==> config.mk <==
export PLATFORM = sky130hd
export DESIGN_NAME = icg_ctrl
export DESIGN_NICKNAME = d
export VERILOG_FILES = /design/src/rtl/icg_pkg.sv /design/src/rtl/icg_ctrl.sv
export SDC_FILE = /design/constraint.sdc
export NUM_CORES = 1
export LEC_CHECK = 0
export CAP_MARGIN = 20
export CELL_PAD_IN_SITES_DETAIL_PLACEMENT = 0
export CELL_PAD_IN_SITES_GLOBAL_PLACEMENT = 2
export CORE_MARGIN = 2
export CORE_UTILIZATION = 33
export DETAILED_ROUTE_END_ITERATION = 8
export DONT_BUFFER_PORTS = 1
export GPL_TIMING_DRIVEN = 1
export PLACE_DENSITY = 0.83
export SLEW_MARGIN = 20
export SYNTH_ARGS = -nofsm -noshare
export SYNTH_HDL_FRONTEND = slang
export SYNTH_SLANG_ARGS = --single-unit
==> constraint.sdc <==
create_clock -name i_mclk -period 3.1 [get_ports i_mclk]
set_clock_uncertainty 0.2 [all_clocks]
set_input_delay 0.31 -clock i_mclk [delete_from_list [all_inputs] [get_ports i_mclk]]
set_output_delay 0.31 -clock i_mclk [all_outputs]
set_load 0.01 [all_outputs]
==> src/rtl/icg_pkg.sv <==
// shared constants, types and carriers of the clock generator control
package icg_pkg;

    // ------------------------------------------------------------
    // register map (byte addresses on the bus)
    // ------------------------------------------------------------
    localparam logic [7:0] ICG_OFS_CTRL = 8'h00;
    localparam logic [7:0] ICG_OFS_MULT = 8'h04;
    localparam logic [7:0] ICG_OFS_CODE = 8'h08;
    localparam logic [7:0] ICG_OFS_STAT = 8'h0c;

    // control register fields
    localparam int ICG_CTRL_INT_ON = 0;
    localparam int ICG_CTRL_EXT_ON = 1;
    localparam int ICG_CTRL_CLK_SEL = 2;
    // status register fields
    localparam int ICG_STAT_INT_EN = 0;
    localparam int ICG_STAT_EXT_EN = 1;
    localparam int ICG_STAT_STABLE = 2;
    localparam int ICG_STAT_STOP = 3;
    localparam int ICG_STAT_PC4 = 4;
    localparam int ICG_STAT_PC3 = 5;

    // ------------------------------------------------------------
    // widths and reset values
    // ------------------------------------------------------------
    localparam int ICG_MULT_W = 7;
    localparam int ICG_CODE_W = 12;
    localparam logic [ICG_MULT_W-1:0] ICG_MULT_RST = 7'h15;
    localparam logic [ICG_CODE_W-1:0] ICG_CODE_RST = 12'h500;
    localparam logic ICG_INT_ON_RST = 1'b1;

    // oscillator code limits and loop filter steps
    localparam logic [ICG_CODE_W-1:0] ICG_CODE_MAX = 12'h9ff;
    localparam logic [3:0] ICG_DIV_SLOWEST = 4'h9;
    localparam logic [ICG_CODE_W-1:0] ICG_STEP_BIG = 12'h020;
    localparam logic [ICG_CODE_W-1:0] ICG_STEP_MID = 12'h008;
    localparam logic [ICG_CODE_W-1:0] ICG_STEP_FINE = 12'h001;

    // ------------------------------------------------------------
    // frequency comparator result bands
    // ------------------------------------------------------------
    typedef enum logic [2:0] {
        ICG_BAND_SLOW_FAR = 3'h0,  // below 0.85 nominal
        ICG_BAND_SLOW_MID = 3'h1,  // 0.85 .. 0.95
        ICG_BAND_SLOW_NEAR = 3'h2, // 0.95 .. 1.00
        ICG_BAND_FAST_NEAR = 3'h3, // 1.00 .. 1.05
        ICG_BAND_FAST_MID = 3'h4,  // 1.05 .. 1.15
        ICG_BAND_FAST_FAR = 3'h5   // above 1.15
    } icg_band_e;

    // ------------------------------------------------------------
    // carriers
    // ------------------------------------------------------------
    typedef struct packed {
        logic keep_osc_in_stop;
        logic ext_clock_allowed;
        logic crystal_mode_enable;
    } icg_cfg_s;

    typedef struct packed {
        logic internal_clock;
        logic external_clock;
        logic base_clock;
        logic osc_out_clock;
        logic gen_out_clock;
        logic timebase_clock;
    } icg_clk_s;

    typedef struct packed {
        logic [2:0] sh;   // sh[0] first stage
        logic filt;
        logic prev;
    } icg_sync_s;

    typedef struct packed {
        icg_sync_s controlled_oscillator;
        icg_sync_s osc1;
        icg_sync_s done;
        logic int_on;
        logic ext_on;
        logic clk_sel;
        logic [ICG_MULT_W-1:0] mult;
        logic [ICG_CODE_W-1:0] code;
        logic stable;
        logic [ICG_MULT_W-1:0] div_cnt;
        icg_clk_s clk;
        logic ap_valid;
        logic ap_write;
        logic [7:0] ap_addr;
        logic [31:0] rdata;
    } icg_state_s;

endpackage

==> src/rtl/icg_ctrl.sv <==
// clock generator control: enables, base divider, loop filter, selection
//
// Behaviour
// gen output clock runs at half the oscillator output clock.
// stop mode with keep_osc_in_stop clear asserts stop, halting all clocks.
// keep_osc_in_stop set keeps stop deasserted in stop mode.
// int_gen_enable equals int_gen_on_bit and not stop.
// int_gen_enable low holds internal and base clocks low.
// ext_gen_enable equals ext_gen_on_bit and not stop; else external low.
// setting ext_gen_on_bit ignored unless external clock allowed.
// pin C4 port enable low whenever ext_gen_on_bit set, stop ignored.
// pin C3 port enable low when ext on and crystal mode both set.
// base clock is internal clock divided by multiplier factor.
// multiplier zero or one bypasses divider, internal passes straight.
// 12-bit code is divider nibble above stage byte, 000 to 9FF.
// loop filter adds or subtracts correction from measured period error.
// below 0.85 nominal subtract 32; above 1.15 add 32.
// 0.85 to 0.95 subtract 8; 1.05 to 1.15 add 8.
// 0.95 to nominal subtract 1; nominal to 1.05 add 1.
// correction is 12-bit arithmetic, carry and borrow reach divider.
// divider nibble A to F treated as 9, the slowest.
// wrapped code recovers only through ordinary subtracting steps.
// filter stable flag set when error within five percent.
// oscillator output from external when select set, else internal.
// one correction per measurement; stable flag follows latest one.
`timescale 1ns/1ps

module icg_ctrl
    import icg_pkg::*;
(
    // clock and reset
    input wire logic i_mclk,
    input wire logic i_rst_n,
    // ahb-lite slave
    input wire logic i_hsel,
    input wire logic [31:0] i_haddr,
    input wire logic [1:0] i_htrans,
    input wire logic i_hwrite,
    input wire logic [2:0] i_hsize,
    input wire logic [31:0] i_hwdata,
    input wire logic i_hready,
    output logic [31:0] o_hrdata,
    output logic o_hreadyout,
    output logic o_hresp,
    // system and configuration
    input wire logic i_stop_mode,
    input wire icg_cfg_s i_cfg,
    // raw oscillator and comparator signals (asynchronous)
    input wire logic i_dco_raw,
    input wire logic i_osc1_raw,
    input wire logic i_cmp_done_tgl,
    input wire logic [2:0] i_cmp_band,
    // generator enables and port handover
    output logic o_gen_stop_signal,
    output logic o_int_gen_enable,
    output logic o_ext_gen_enable,
    output logic o_pin_c4_port_enable,
    output logic o_pin_c3_port_enable,
    // oscillator code and filter status
    output logic [3:0] o_osc_divider_code,
    output logic [7:0] o_osc_stage_code,
    output logic [3:0] o_osc_divider_eff,
    output logic o_filter_stable_flag,
    // generated clocks (levels on the system clock grid)
    output icg_clk_s o_clk
);

    // ------------------------------------------------------------
    // state
    // ------------------------------------------------------------
    icg_state_s s_r;
    icg_state_s s_nxt;

    // ------------------------------------------------------------
    // combinational helpers
    // ------------------------------------------------------------
    logic gen_stop;
    logic int_en;
    logic ext_en;

    // stop halts the generator
    // unless oscillator kept alive in stop
    assign gen_stop = i_stop_mode & ~i_cfg.keep_osc_in_stop;
    // internal generator enable
    assign int_en = s_r.int_on & ~gen_stop;
    // external generator enable
    assign ext_en = s_r.ext_on & ~gen_stop;

    // three-stage synchroniser step, filtered on stages two and three
    function automatic icg_sync_s sync_step(input icg_sync_s cur,
                                            input logic pin);
        icg_sync_s r;
        r = cur;
        r.sh = {cur.sh[1:0], pin};
        r.prev = cur.filt;
        if (cur.sh[1] == cur.sh[2]) begin
            r.filt = cur.sh[2];
        end
        return r;
    endfunction

    // loop filter step chosen from the comparator band
    function automatic logic [ICG_CODE_W-1:0] corr_of(input logic [2:0] b);
        logic [ICG_CODE_W-1:0] c;
        c = '0;
        case (b)
            // far slow and far fast
            ICG_BAND_SLOW_FAR: c = -ICG_STEP_BIG;
            ICG_BAND_FAST_FAR: c = ICG_STEP_BIG;
            // middle bands
            ICG_BAND_SLOW_MID: c = -ICG_STEP_MID;
            ICG_BAND_FAST_MID: c = ICG_STEP_MID;
            // near bands
            ICG_BAND_SLOW_NEAR: c = -ICG_STEP_FINE;
            ICG_BAND_FAST_NEAR: c = ICG_STEP_FINE;
            default: c = '0;
        endcase
        return c;
    endfunction

    // ------------------------------------------------------------
    // next-state logic
    // ------------------------------------------------------------
    always_comb begin
        logic dco_rise;
        logic meas;
        logic int_rise;
        logic [ICG_MULT_W-1:0] half;
        logic base_div;
        logic [31:0] rd;
        logic [7:0] a;
        dco_rise = 1'b0;
        meas = 1'b0;
        int_rise = 1'b0;
        half = '0;
        base_div = 1'b0;
        rd = '0;
        a = '0;
        s_nxt = s_r;

        // synchronise asynchronous inputs
        s_nxt.controlled_oscillator = sync_step(s_r.controlled_oscillator, i_dco_raw);
        s_nxt.osc1 = sync_step(s_r.osc1, i_osc1_raw);
        s_nxt.done = sync_step(s_r.done, i_cmp_done_tgl);
        dco_rise = s_r.controlled_oscillator.filt & ~s_r.controlled_oscillator.prev;
        meas = s_r.done.filt ^ s_r.done.prev;

        // bus write in data phase
        if (s_r.ap_valid && s_r.ap_write) begin
            a = s_r.ap_addr;
            if (a == ICG_OFS_CTRL) begin
                s_nxt.int_on = i_hwdata[ICG_CTRL_INT_ON];
                // external on settable only when allowed
                s_nxt.ext_on = i_hwdata[ICG_CTRL_EXT_ON]
                             & (s_r.ext_on | i_cfg.ext_clock_allowed);
                s_nxt.clk_sel = i_hwdata[ICG_CTRL_CLK_SEL];
            end else if (a == ICG_OFS_MULT) begin
                s_nxt.mult = i_hwdata[ICG_MULT_W-1:0];
            end else if (a == ICG_OFS_CODE) begin
                s_nxt.code = i_hwdata[ICG_CODE_W-1:0];
            end
        end

        // one correction per finished measurement
        if (meas && int_en) begin
            // add or subtract the chosen step
            // plain 12-bit sum, carries ripple into divider
            // no clamping, wrapped code walks back by steps
            s_nxt.code = s_nxt.code + corr_of(i_cmp_band);
            // stable inside the five percent window
            // cleared by any measurement outside it
            s_nxt.stable = (i_cmp_band == ICG_BAND_SLOW_NEAR)
                         | (i_cmp_band == ICG_BAND_FAST_NEAR);
        end
        if (!int_en) begin
            s_nxt.stable = 1'b0;
        end

        // internal clock follows oscillator only while enabled
        s_nxt.clk.internal_clock = s_r.controlled_oscillator.filt & int_en;
        int_rise = dco_rise & int_en;

        // modulo divider counts internal rising edges
        if (!int_en) begin
            s_nxt.div_cnt = '0;
        end else if (int_rise) begin
            if (s_r.div_cnt >= s_r.mult - 1'b1) begin
                s_nxt.div_cnt = '0;
            end else begin
                s_nxt.div_cnt = s_r.div_cnt + 1'b1;
            end
        end
        half = (s_r.mult >> 1) + {{(ICG_MULT_W-1){1'b0}}, s_r.mult[0]};
        base_div = (s_nxt.div_cnt < half);
        // factor zero or one passes internal straight through
        if (s_r.mult <= {{(ICG_MULT_W-1){1'b0}}, 1'b1}) begin
            s_nxt.clk.base_clock = s_nxt.clk.internal_clock;
        end else begin
            // base held low while disabled
            s_nxt.clk.base_clock = base_div & int_en;
        end

        // external clock held low while disabled
        s_nxt.clk.external_clock = s_r.osc1.filt & ext_en;

        // oscillator output source select
        s_nxt.clk.osc_out_clock = s_r.clk_sel ? s_nxt.clk.external_clock
                                              : s_nxt.clk.internal_clock;
        // divide by two on oscillator output rising edges
        if (s_nxt.clk.osc_out_clock && !s_r.clk.osc_out_clock) begin
            s_nxt.clk.gen_out_clock = ~s_r.clk.gen_out_clock;
        end
        // timebase follows external whenever external is switched on
        s_nxt.clk.timebase_clock = s_r.ext_on ? s_nxt.clk.external_clock
                                              : s_nxt.clk.internal_clock;

        // bus address phase capture
        s_nxt.ap_valid = i_hsel & i_htrans[1] & i_hready;
        if (i_hready) begin
            s_nxt.ap_write = i_hwrite;
            s_nxt.ap_addr = i_haddr[7:0];
        end

        // read data of control, multiplier and code from post-write values, so back-to-back reads are fresh
        if (i_hsel && i_htrans[1] && i_hready && !i_hwrite) begin
            if (i_haddr[7:0] == ICG_OFS_CTRL) begin
                rd[ICG_CTRL_INT_ON] = s_nxt.int_on;
                rd[ICG_CTRL_EXT_ON] = s_nxt.ext_on;
                rd[ICG_CTRL_CLK_SEL] = s_nxt.clk_sel;
            end else if (i_haddr[7:0] == ICG_OFS_MULT) begin
                rd[ICG_MULT_W-1:0] = s_nxt.mult;
            end else if (i_haddr[7:0] == ICG_OFS_CODE) begin
                rd[ICG_CODE_W-1:0] = s_nxt.code;
            end else if (i_haddr[7:0] == ICG_OFS_STAT) begin
                rd[ICG_STAT_INT_EN] = int_en;
                rd[ICG_STAT_EXT_EN] = ext_en;
                rd[ICG_STAT_STABLE] = s_r.stable;
                rd[ICG_STAT_STOP] = gen_stop;
                rd[ICG_STAT_PC4] = ~s_r.ext_on;
                rd[ICG_STAT_PC3] = ~(s_r.ext_on & i_cfg.crystal_mode_enable);
            end
            s_nxt.rdata = rd;
        end
    end

    // ------------------------------------------------------------
    // state register
    // ------------------------------------------------------------
    always_ff @(posedge i_mclk) begin
        if (!i_rst_n) begin
            s_r <= '0;
            s_r.int_on <= ICG_INT_ON_RST;
            s_r.mult <= ICG_MULT_RST;
            s_r.code <= ICG_CODE_RST;
        end else begin
            s_r <= s_nxt;
        end
    end

    // ------------------------------------------------------------
    // outputs
    // ------------------------------------------------------------
    assign o_hrdata = s_r.rdata;
    assign o_hreadyout = 1'b1;  // zero wait states
    assign o_hresp = 1'b0;      // always okay

    assign o_gen_stop_signal = gen_stop;
    assign o_int_gen_enable = int_en;
    assign o_ext_gen_enable = ext_en;
    // pin C4 released to port only with external off
    assign o_pin_c4_port_enable = ~s_r.ext_on;
    // pin C3 kept from port with external on in crystal mode
    assign o_pin_c3_port_enable = ~(s_r.ext_on & i_cfg.crystal_mode_enable);

    // code split into divider nibble and stage byte
    assign o_osc_divider_code = s_r.code[11:8];
    assign o_osc_stage_code = s_r.code[7:0];
    // divider nibbles above nine act as nine
    assign o_osc_divider_eff = (s_r.code[11:8] > ICG_DIV_SLOWEST)
                             ? ICG_DIV_SLOWEST : s_r.code[11:8];
    assign o_filter_stable_flag = s_r.stable;
    assign o_clk = s_r.clk;

endmodule // icg_ctrl

==> results of run 1 <==
## where the power goes
| group | leakage, nW | switching [mW] | internal [mW] |
|---|---|---|---|
| Combinational | 1.87 | 0.103 | 0.117 |
| Clock | 0.169 | 0.411 | 0.812 |
| Sequential | 0.585 | 0.0113 | 0.938 |
## worst max path at each step
stage            start           to  slack (ns)  cells after the start
3_3_place_gp   s_r[32]  o_hrdata[8]       -0.25                     14
3_5_place_dp   s_r[68]     o_clk[3]       -0.37                     16
6_report       s_r[69]     o_clk[3]       -0.32                     16
4_1_cts        s_r[69]     o_clk[3]       -0.32                     17
2_1_floorplan  s_r[71]     o_clk[3]       -0.13                     15
5_1_grt        s_r[69]     o_clk[3]       -0.47                     17
## cell type report
type	instances	area share
Multi-Input combinational cell	375	0.4783
Clock buffer	10	0.03978
Clock inverter	6	0.01916
Tap cell	176	0.03665
Sequential cell	72	0.2418
Timing Repair Buffer	120	0.1735
Inverter	16	0.01083
## sequential cells by signal, indices dropped and copies added (netlist names)
name and flops:
o_clk 6, s_nxt 9, s_r 32, o_osc_divider_code 4, o_osc_stage_code 8, o_filter_stable_flag 1
o_hrdata 12
## worst reg2reg max path, stage by stage (launching register included)
cell and delay [ns]:
dfxtp_4 0.36, buf_4 0.13, nor2_1 0.14, nand3b_1 0.12, xor2_1 0.16, ha_1 0.31
a221oi_2 0.28, o21a_1 0.19, o21ai_2 0.09, nor2_1 0.11, ha_1 0.25, a21o_1 0.18
a21o_1 0.15, a211o_1 0.28, a21oi_2 0.11, a21oi_1 0.05, a311oi_1 0.23
## per-layer routing
layer | vias to the layer above | GRT usage | part of all wire
li1 | 1869 | - | -
met1 | 1847 | 0.2066 | 0.41
met2 | 82 | 0.3037 | 0.51
met3 | 20 | 0.04387 | 0.059
met4 | 0 | 0.07195 | 0.024
met5 | - | 0 | 0
## cell families after synthesis
kind of cell	after synthesis	synth area share
buffers and inverters	89	0.1224
and+or+nand+nor	176	0.2110
xor gates and xnor gates	23	0.04500
DFF	72	0.3220
other	2	0.001678
muxes	33	0.07937
adders and majority gates	30	0.08552
AOI/OAI and AO/OA	91	0.1330
## metrics by stage
stage               setup TNS (ns)  area [µm²]    util  instances
floorplan                  -0.1250        4669       -        536
global placement            -2.089        4817  0.3638        697
detailed placement          -2.801        4817  0.3638        697
CTS                        -0.5738        5846  0.4414        771
global route                -1.454        6008  0.4537        775
finish                     -0.4634        6008  0.4537        775
## what timing repair did
action                                  CTS  global route
hold endpoints to repair                 41             1
pin swaps                                26            19
setup buffers                            10             4
resized for setup                        33            36
endpoints found under the setup margin   16            17
hold buffers                             48             1
## placed cells by master (no fill, tap or decap), types with 12 or more instances in the layout
master and instances:
nor2_1 52, inv_1 12, a21oi_1 20, ha_1 18
conb_1 22, dlygate4sd3_1 49, mux2i_1 21, and2_1 17
nand2_1 34, buf_4 67, dfxtp_1 67
==> impl_results.md, run 1 <==
- Cell row count: 42
- GPL Wtd Cong: 0.8585
- Final net count: 708
- Final setup viols: 3
- Syn avg cell area: 8.676 µm²
- Count leader, synth: dfxtp_1
- Vias in the first global route: 3859
- Post-synth EDFFs: 0
- Clk sinks: 72
- Tot Pwr: 2.393 mW
- Path type of the worst setup path: reg2reg
- Register bit total from synthesis: 72
- Via density: 4.926
- Leak pwr: 2.626 nW
- Ports: 146
- CP endpoint kind: flip-flop
- Cells taking the most area after synthesis: dfxtp_1 (32%), buf_4 (8.7%), ha_1 (8.1%)
- Worst R2R Path Depth: 16
- Multi-input gate area: 0.002874 mm²
- Main flop type after synthesis: dfxtp_1
- Antenna-violating nets left: 0
- WHS: 0.04056 ns
- Initial DRT Pass Iterations: 4
- Root Buffer: clkbuf_16
- Final period utilization: 1.104
- Core Region: 0.01324 mm²
- Cells after Synth: 516
- X dimension of the die: 120.5 µm
- Clock Tree Buf Depth: 2
- Cell taking the most area after synthesis: dfxtp_1
- First-pass GRT wire length: 20010 µm
- Die Y-Extent: 120.5 µm
- Worst hold path type: in2reg
- Routed via count: 3818
- Async S/R FF share, synth: 0
- Final wirelength: 12710 µm
- Num CTS Buffers: 9
- Peak supply drop: 263.1 µV
- CTS tree: built
- Commonest cells in the netlist: dfxtp_1 (72), nor2_1 (53), buf_4 (52)
- Worst reg-to-reg setup slack: -0.32 ns
- DP HPWL: 9091 µm
- Max cap viols: 0
- Crit-path max FO: 5
- H-tree Lvls: 3
- Reg-to-reg endpoint: o_clk[3]
- Critical-path cell list: buf_4, nor2_1, nand3b_1, xor2_1, ha_1, a221oi_2, o21a_1, o21ai_2, nor2_1, ha_1, a21o_1, a21o_1, a211o_1, a21oi_2, a21oi_1, a311oi_1
- Starting Density: 0.3381
- Count of cell types in the netlist: 61
- DRT iter0 DRCs: 173
- All-Layer GR Usage: 0.1755
- Min Tclk post-route: 3.422 ns
- Setup Slack @ Placement: -0.3723 ns
- PortBufs: 0
- Slew HR: 0.4045
- Crit-path leading delay family: compound AO/OA/AOI/OAI gates
- Worst hold endpoint: o_filter_stable_flag
- Failing checks: negative setup slack
- Largest net degree at the start of global routing: 29
- Layout cell share with drive strength beyond 1: 0.2705
- Crit path max-delay cell type: dfxtp_4
- CP arrival: 3.46 ns
- Worst setup margin: -0.3218 ns
- Layout overhead on the synthesized area: 34.21%
- Initial antenna violation count: 0
- CP peak stage delay: 0.36 ns
- Status: finished with violations
- N_diodes: 0
- Seq. cell area: 0.001453 mm²
- Die Area: 0.01451 mm²
- Critical Path RT: 3.14 ns
- WL/cell: 16.40 µm
- Worst-Skew Late Latency: 0.34 ns
- Seq/Total Area, Yosys: 0.3220
- Max Clk Rate: 292.2 MHz
- Min-Delay Path Depth: 3
- Setup crit start kind: flip-flop
- GRT overflow: 0
- Final Hold Fails: 0
- Final Max Slew Viols: 0
- WP buf/inv: 1
- Clk slew on worst S/H paths: 0.06 ns
- Slew of the pin with the lowest slew margin: 0.8899 ns
- Number of synthesis warnings: 0
- Post-synthesis cell area: 0.004477 mm²
- Worst R2R Start: s_r[69]
- Top-area cell type share of the netlist area: 0.3220
- RSZ-0062 raised after global routing: yes
- DRC: 0
- Cell Pwr Density: 398.3 mW/mm²
- Worst hold start: i_cmp_band[2]
- FILL cells: 1271
(Power assumes the default switching activity.)
==> inputs of run 2 (changes only) <==
- CORE_UTILIZATION: 33 -> 30
- PLACE_DENSITY: 0.83 -> 0.77
==> run 2 against run 1 <==
Against the previous run:
- the flow still finishes with violations (negative setup slack)
- critical path type unchanged
- first-iteration DRC count down 12%
- clock power about the same
- combinational power down 4%
- worst hold slack better by 0.0043 ns
- largest power group unchanged
- sequential share of layout area up 0.20 points
==> impl_results.md, run 2 (synthesized netlist as in run 1, its figures left out) <==
- Leak pwr: 2.586 nW (-1.5%)
- Clk sinks: 72 (unchanged)
- Vias in the first global route: 3918 (+1.5%)
- Final Hold Fails: 0 (unchanged)
- Combinational fraction of design power: 0.090 (-0.002)
- Multi-input gate area: 0.002924 mm² (+1.7%)
- Final Util: 0.4100 (-0.04367)
- Final Max Slew Viols: 0 (unchanged)
- Final setup viols: 7 (+4)
- Status: finished with violations
- Cell Pwr Density: 395.9 mW/mm² (-0.60%)
- Num CTS Buffers: 9 (unchanged)
- WHS: 0.04491 ns (+0.004348 ns)
- GPL Wtd Cong: 0.8384 (-2.3%)
- Largest register FFs: 32 (unchanged)
- Layout overhead on the synthesized area: 33.12%
- Clock network fraction of total power: 0.508 (-0.003)
- Setup crit start kind: flip-flop
- Max cap viols: 0 (unchanged)
- PortBufs: 0 (unchanged)
- Worst hold path type: in2reg
- Worst-Skew Late Latency: 0.34 ns (about the same)
- Slew of the pin with the lowest slew margin: 0.8715 ns (-0.01847 ns)
- Die Area: 0.01592 mm² (+9.7%)
- H-tree Lvls: 3 (unchanged)
- X dimension of the die: 126.2 µm (+4.7%)
- Top reg by flops: s_r
- Final net count: 698 (-1.4%)
- DRT iter0 DRCs: 153 (-12%)
- Tot Pwr: 2.359 mW (-1.4%)
- First-pass GRT wire length: 20380 µm (+1.9%)
- N_diodes: 0 (unchanged)
- Crit-path max FO: 4 (-1)
- RSZ-0062 raised after global routing: yes
- Seq. cell area: 0.001453 mm² (unchanged)
- Net Sw Power: 0.5256 mW (about the same)
- Routed via count: 3706 (-2.9%)
- Final period utilization: 1.111 (+0.007534)
- Antenna-violating nets left: 0 (unchanged)
- Failing checks: negative setup slack
- DP HPWL: 9419 µm (+3.6%)
- Die Y-Extent: 126.2 µm (+4.7%)
- Critical Path RT: 3.15 ns (about the same)
- GRT overflow: 0 (unchanged)
- Worst setup margin: -0.3451 ns (-0.02335 ns)
- WL/cell: 16.17 µm (-1.4%)
- CTS tree: built
- Internal power: 1.834 mW (-1.8%)
- Sw Share: 0.2228 (+0.002916)
- Root Buffer: clkbuf_16
- Clk slew on worst S/H paths: 0.06 ns (about the same)
- Initial antenna violation count: 1 (+1)
- Final wirelength: 12500 µm (-1.7%)
- Peak supply drop: 297.8 µV (+13%)
- Commonest non-fill, non-tap cell in the layout: dfxtp_1
- Min Tclk post-route: 3.445 ns (+0.02335 ns)
- Layout cell share with drive strength beyond 1: 0.2666 (-0.003897)
- Max Clk Rate: 290.3 MHz (-0.68%)
- FILL cells: 1428 (+12%)
- Cell row count: 44 (+4.8%)
- Final Instance Area: 0.005959 mm² (-0.81%)
- Starting Density: 0.3080 (-0.03003)
- Sequential group share of total power: 0.402 (+0.005)
- DRC: 0 (unchanged)
- Slew HR: 0.4169 (+0.01236)
- Via density: 4.794 (-2.7%)
- Initial DRT Pass Iterations: 4 (unchanged)
- All-Layer GR Usage: 0.1610 (-0.01449)
- Ports: 146 (unchanged)
- Largest net degree at the start of global routing: 29 (unchanged)
- Core Region: 0.01453 mm² (+9.8%)
- DP Area: 0.004827 mm² (+0.21%)
- Clock Tree Buf Depth: 2 (unchanged)
- CP endpoint kind: flip-flop
- Most frequent cells in the layout: dfxtp_1 (67), buf_4 (64), nor2_1 (50), dlygate4sd3_1 (45), nand2_1 (34)
- CP arrival: 3.49 ns (+0.03 ns)
- Path type of the worst setup path: reg2reg
## run 2: changes by cell type in the layout (fill, tap and decap cells not counted), sizes merged
cell,delta
clkinv,+2
clkbuf,-1
buf,-6
inv,-1
dlygate4sd3,-4
## run 2: final cells by class
cell class,count,share of cell area
clock buffer,9,0.03779
multi-input combinational,375,0.4907
timing repair buffer,110,0.1581
inverter,16,0.01092
sequential,72,0.2438
tap,184,0.03863
clock inverter,7,0.02016
## run 2: worst paths after layout
kind	from	end	slack, ns	depth (start not counted)
worst min register to register	s_r[82]	s_nxt[78]	0.27	2
worst min-delay path	i_haddr[3]	o_hrdata[3]	0.04	3
worst max-delay path	s_r[68]	o_clk[3]	-0.35	17
worst max register to register	s_r[68]	o_clk[3]	-0.35	17
## run 2: metrics by stage
| step | setup slack [ns] | cells | setup TNS [ns] |
|---|---|---|---|
| finish | -0.3451 | 773 | -0.6621 |
| global route | -0.5001 | 773 | -2.664 |
| CTS | -0.2666 | 771 | -0.6249 |
| detailed placement | -0.3470 | 705 | -2.838 |
| global placement | -0.3048 | 705 | -2.058 |
| floorplan | -0.1250 | 536 | -0.1250 |
## run 2: worst max-delay path, cell delays in order, from the launching register on
cell      delay [ns]
dfxtp_4         0.36
inv_4           0.06
ha_4            0.15
nand2_4         0.05
xor2_2          0.14
ha_1            0.32
a21o_1          0.19
a221oi_2        0.26
o21a_1          0.17
o21ai_2         0.08
nor2_1          0.10
ha_1            0.25
a21o_1          0.16
a21o_1          0.15
a211o_1         0.32
a21oi_2         0.13
a21oi_2         0.05
a311oi_2        0.25
## run 2: layer usage
layer | vias to the layer above | part of all wire | global-route usage
li1 | 1848 | - | -
met1 | 1764 | 0.42 | 0.1904
met2 | 77 | 0.49 | 0.2774
met3 | 17 | 0.056 | 0.04673
met4 | 0 | 0.025 | 0.05818
met5 | - | 0 | 0
## run 2: repair_timing
item,in CTS,in global routing
endpoints found under the setup margin,16,16
cloned,0,0
endpoints found under the hold margin,42,0
hold buffers,45,0
gates resized for setup,43,25
pin swaps,33,27
buffers inserted,5,3
## run 2: power groups by stage
stage / sequential [mW] / combinational (mW) / clock [mW]
final: 0.949 / 0.212 / 1.20
after global routing: 0.950 / 0.232 / 1.26
after CTS: 0.949 / 0.202 / 1.22
after detailed placement: 0.971 / 0.146 / 0
after global placement: 0.970 / 0.144 / 0
after floorplan: 0.968 / 0.136 / 0
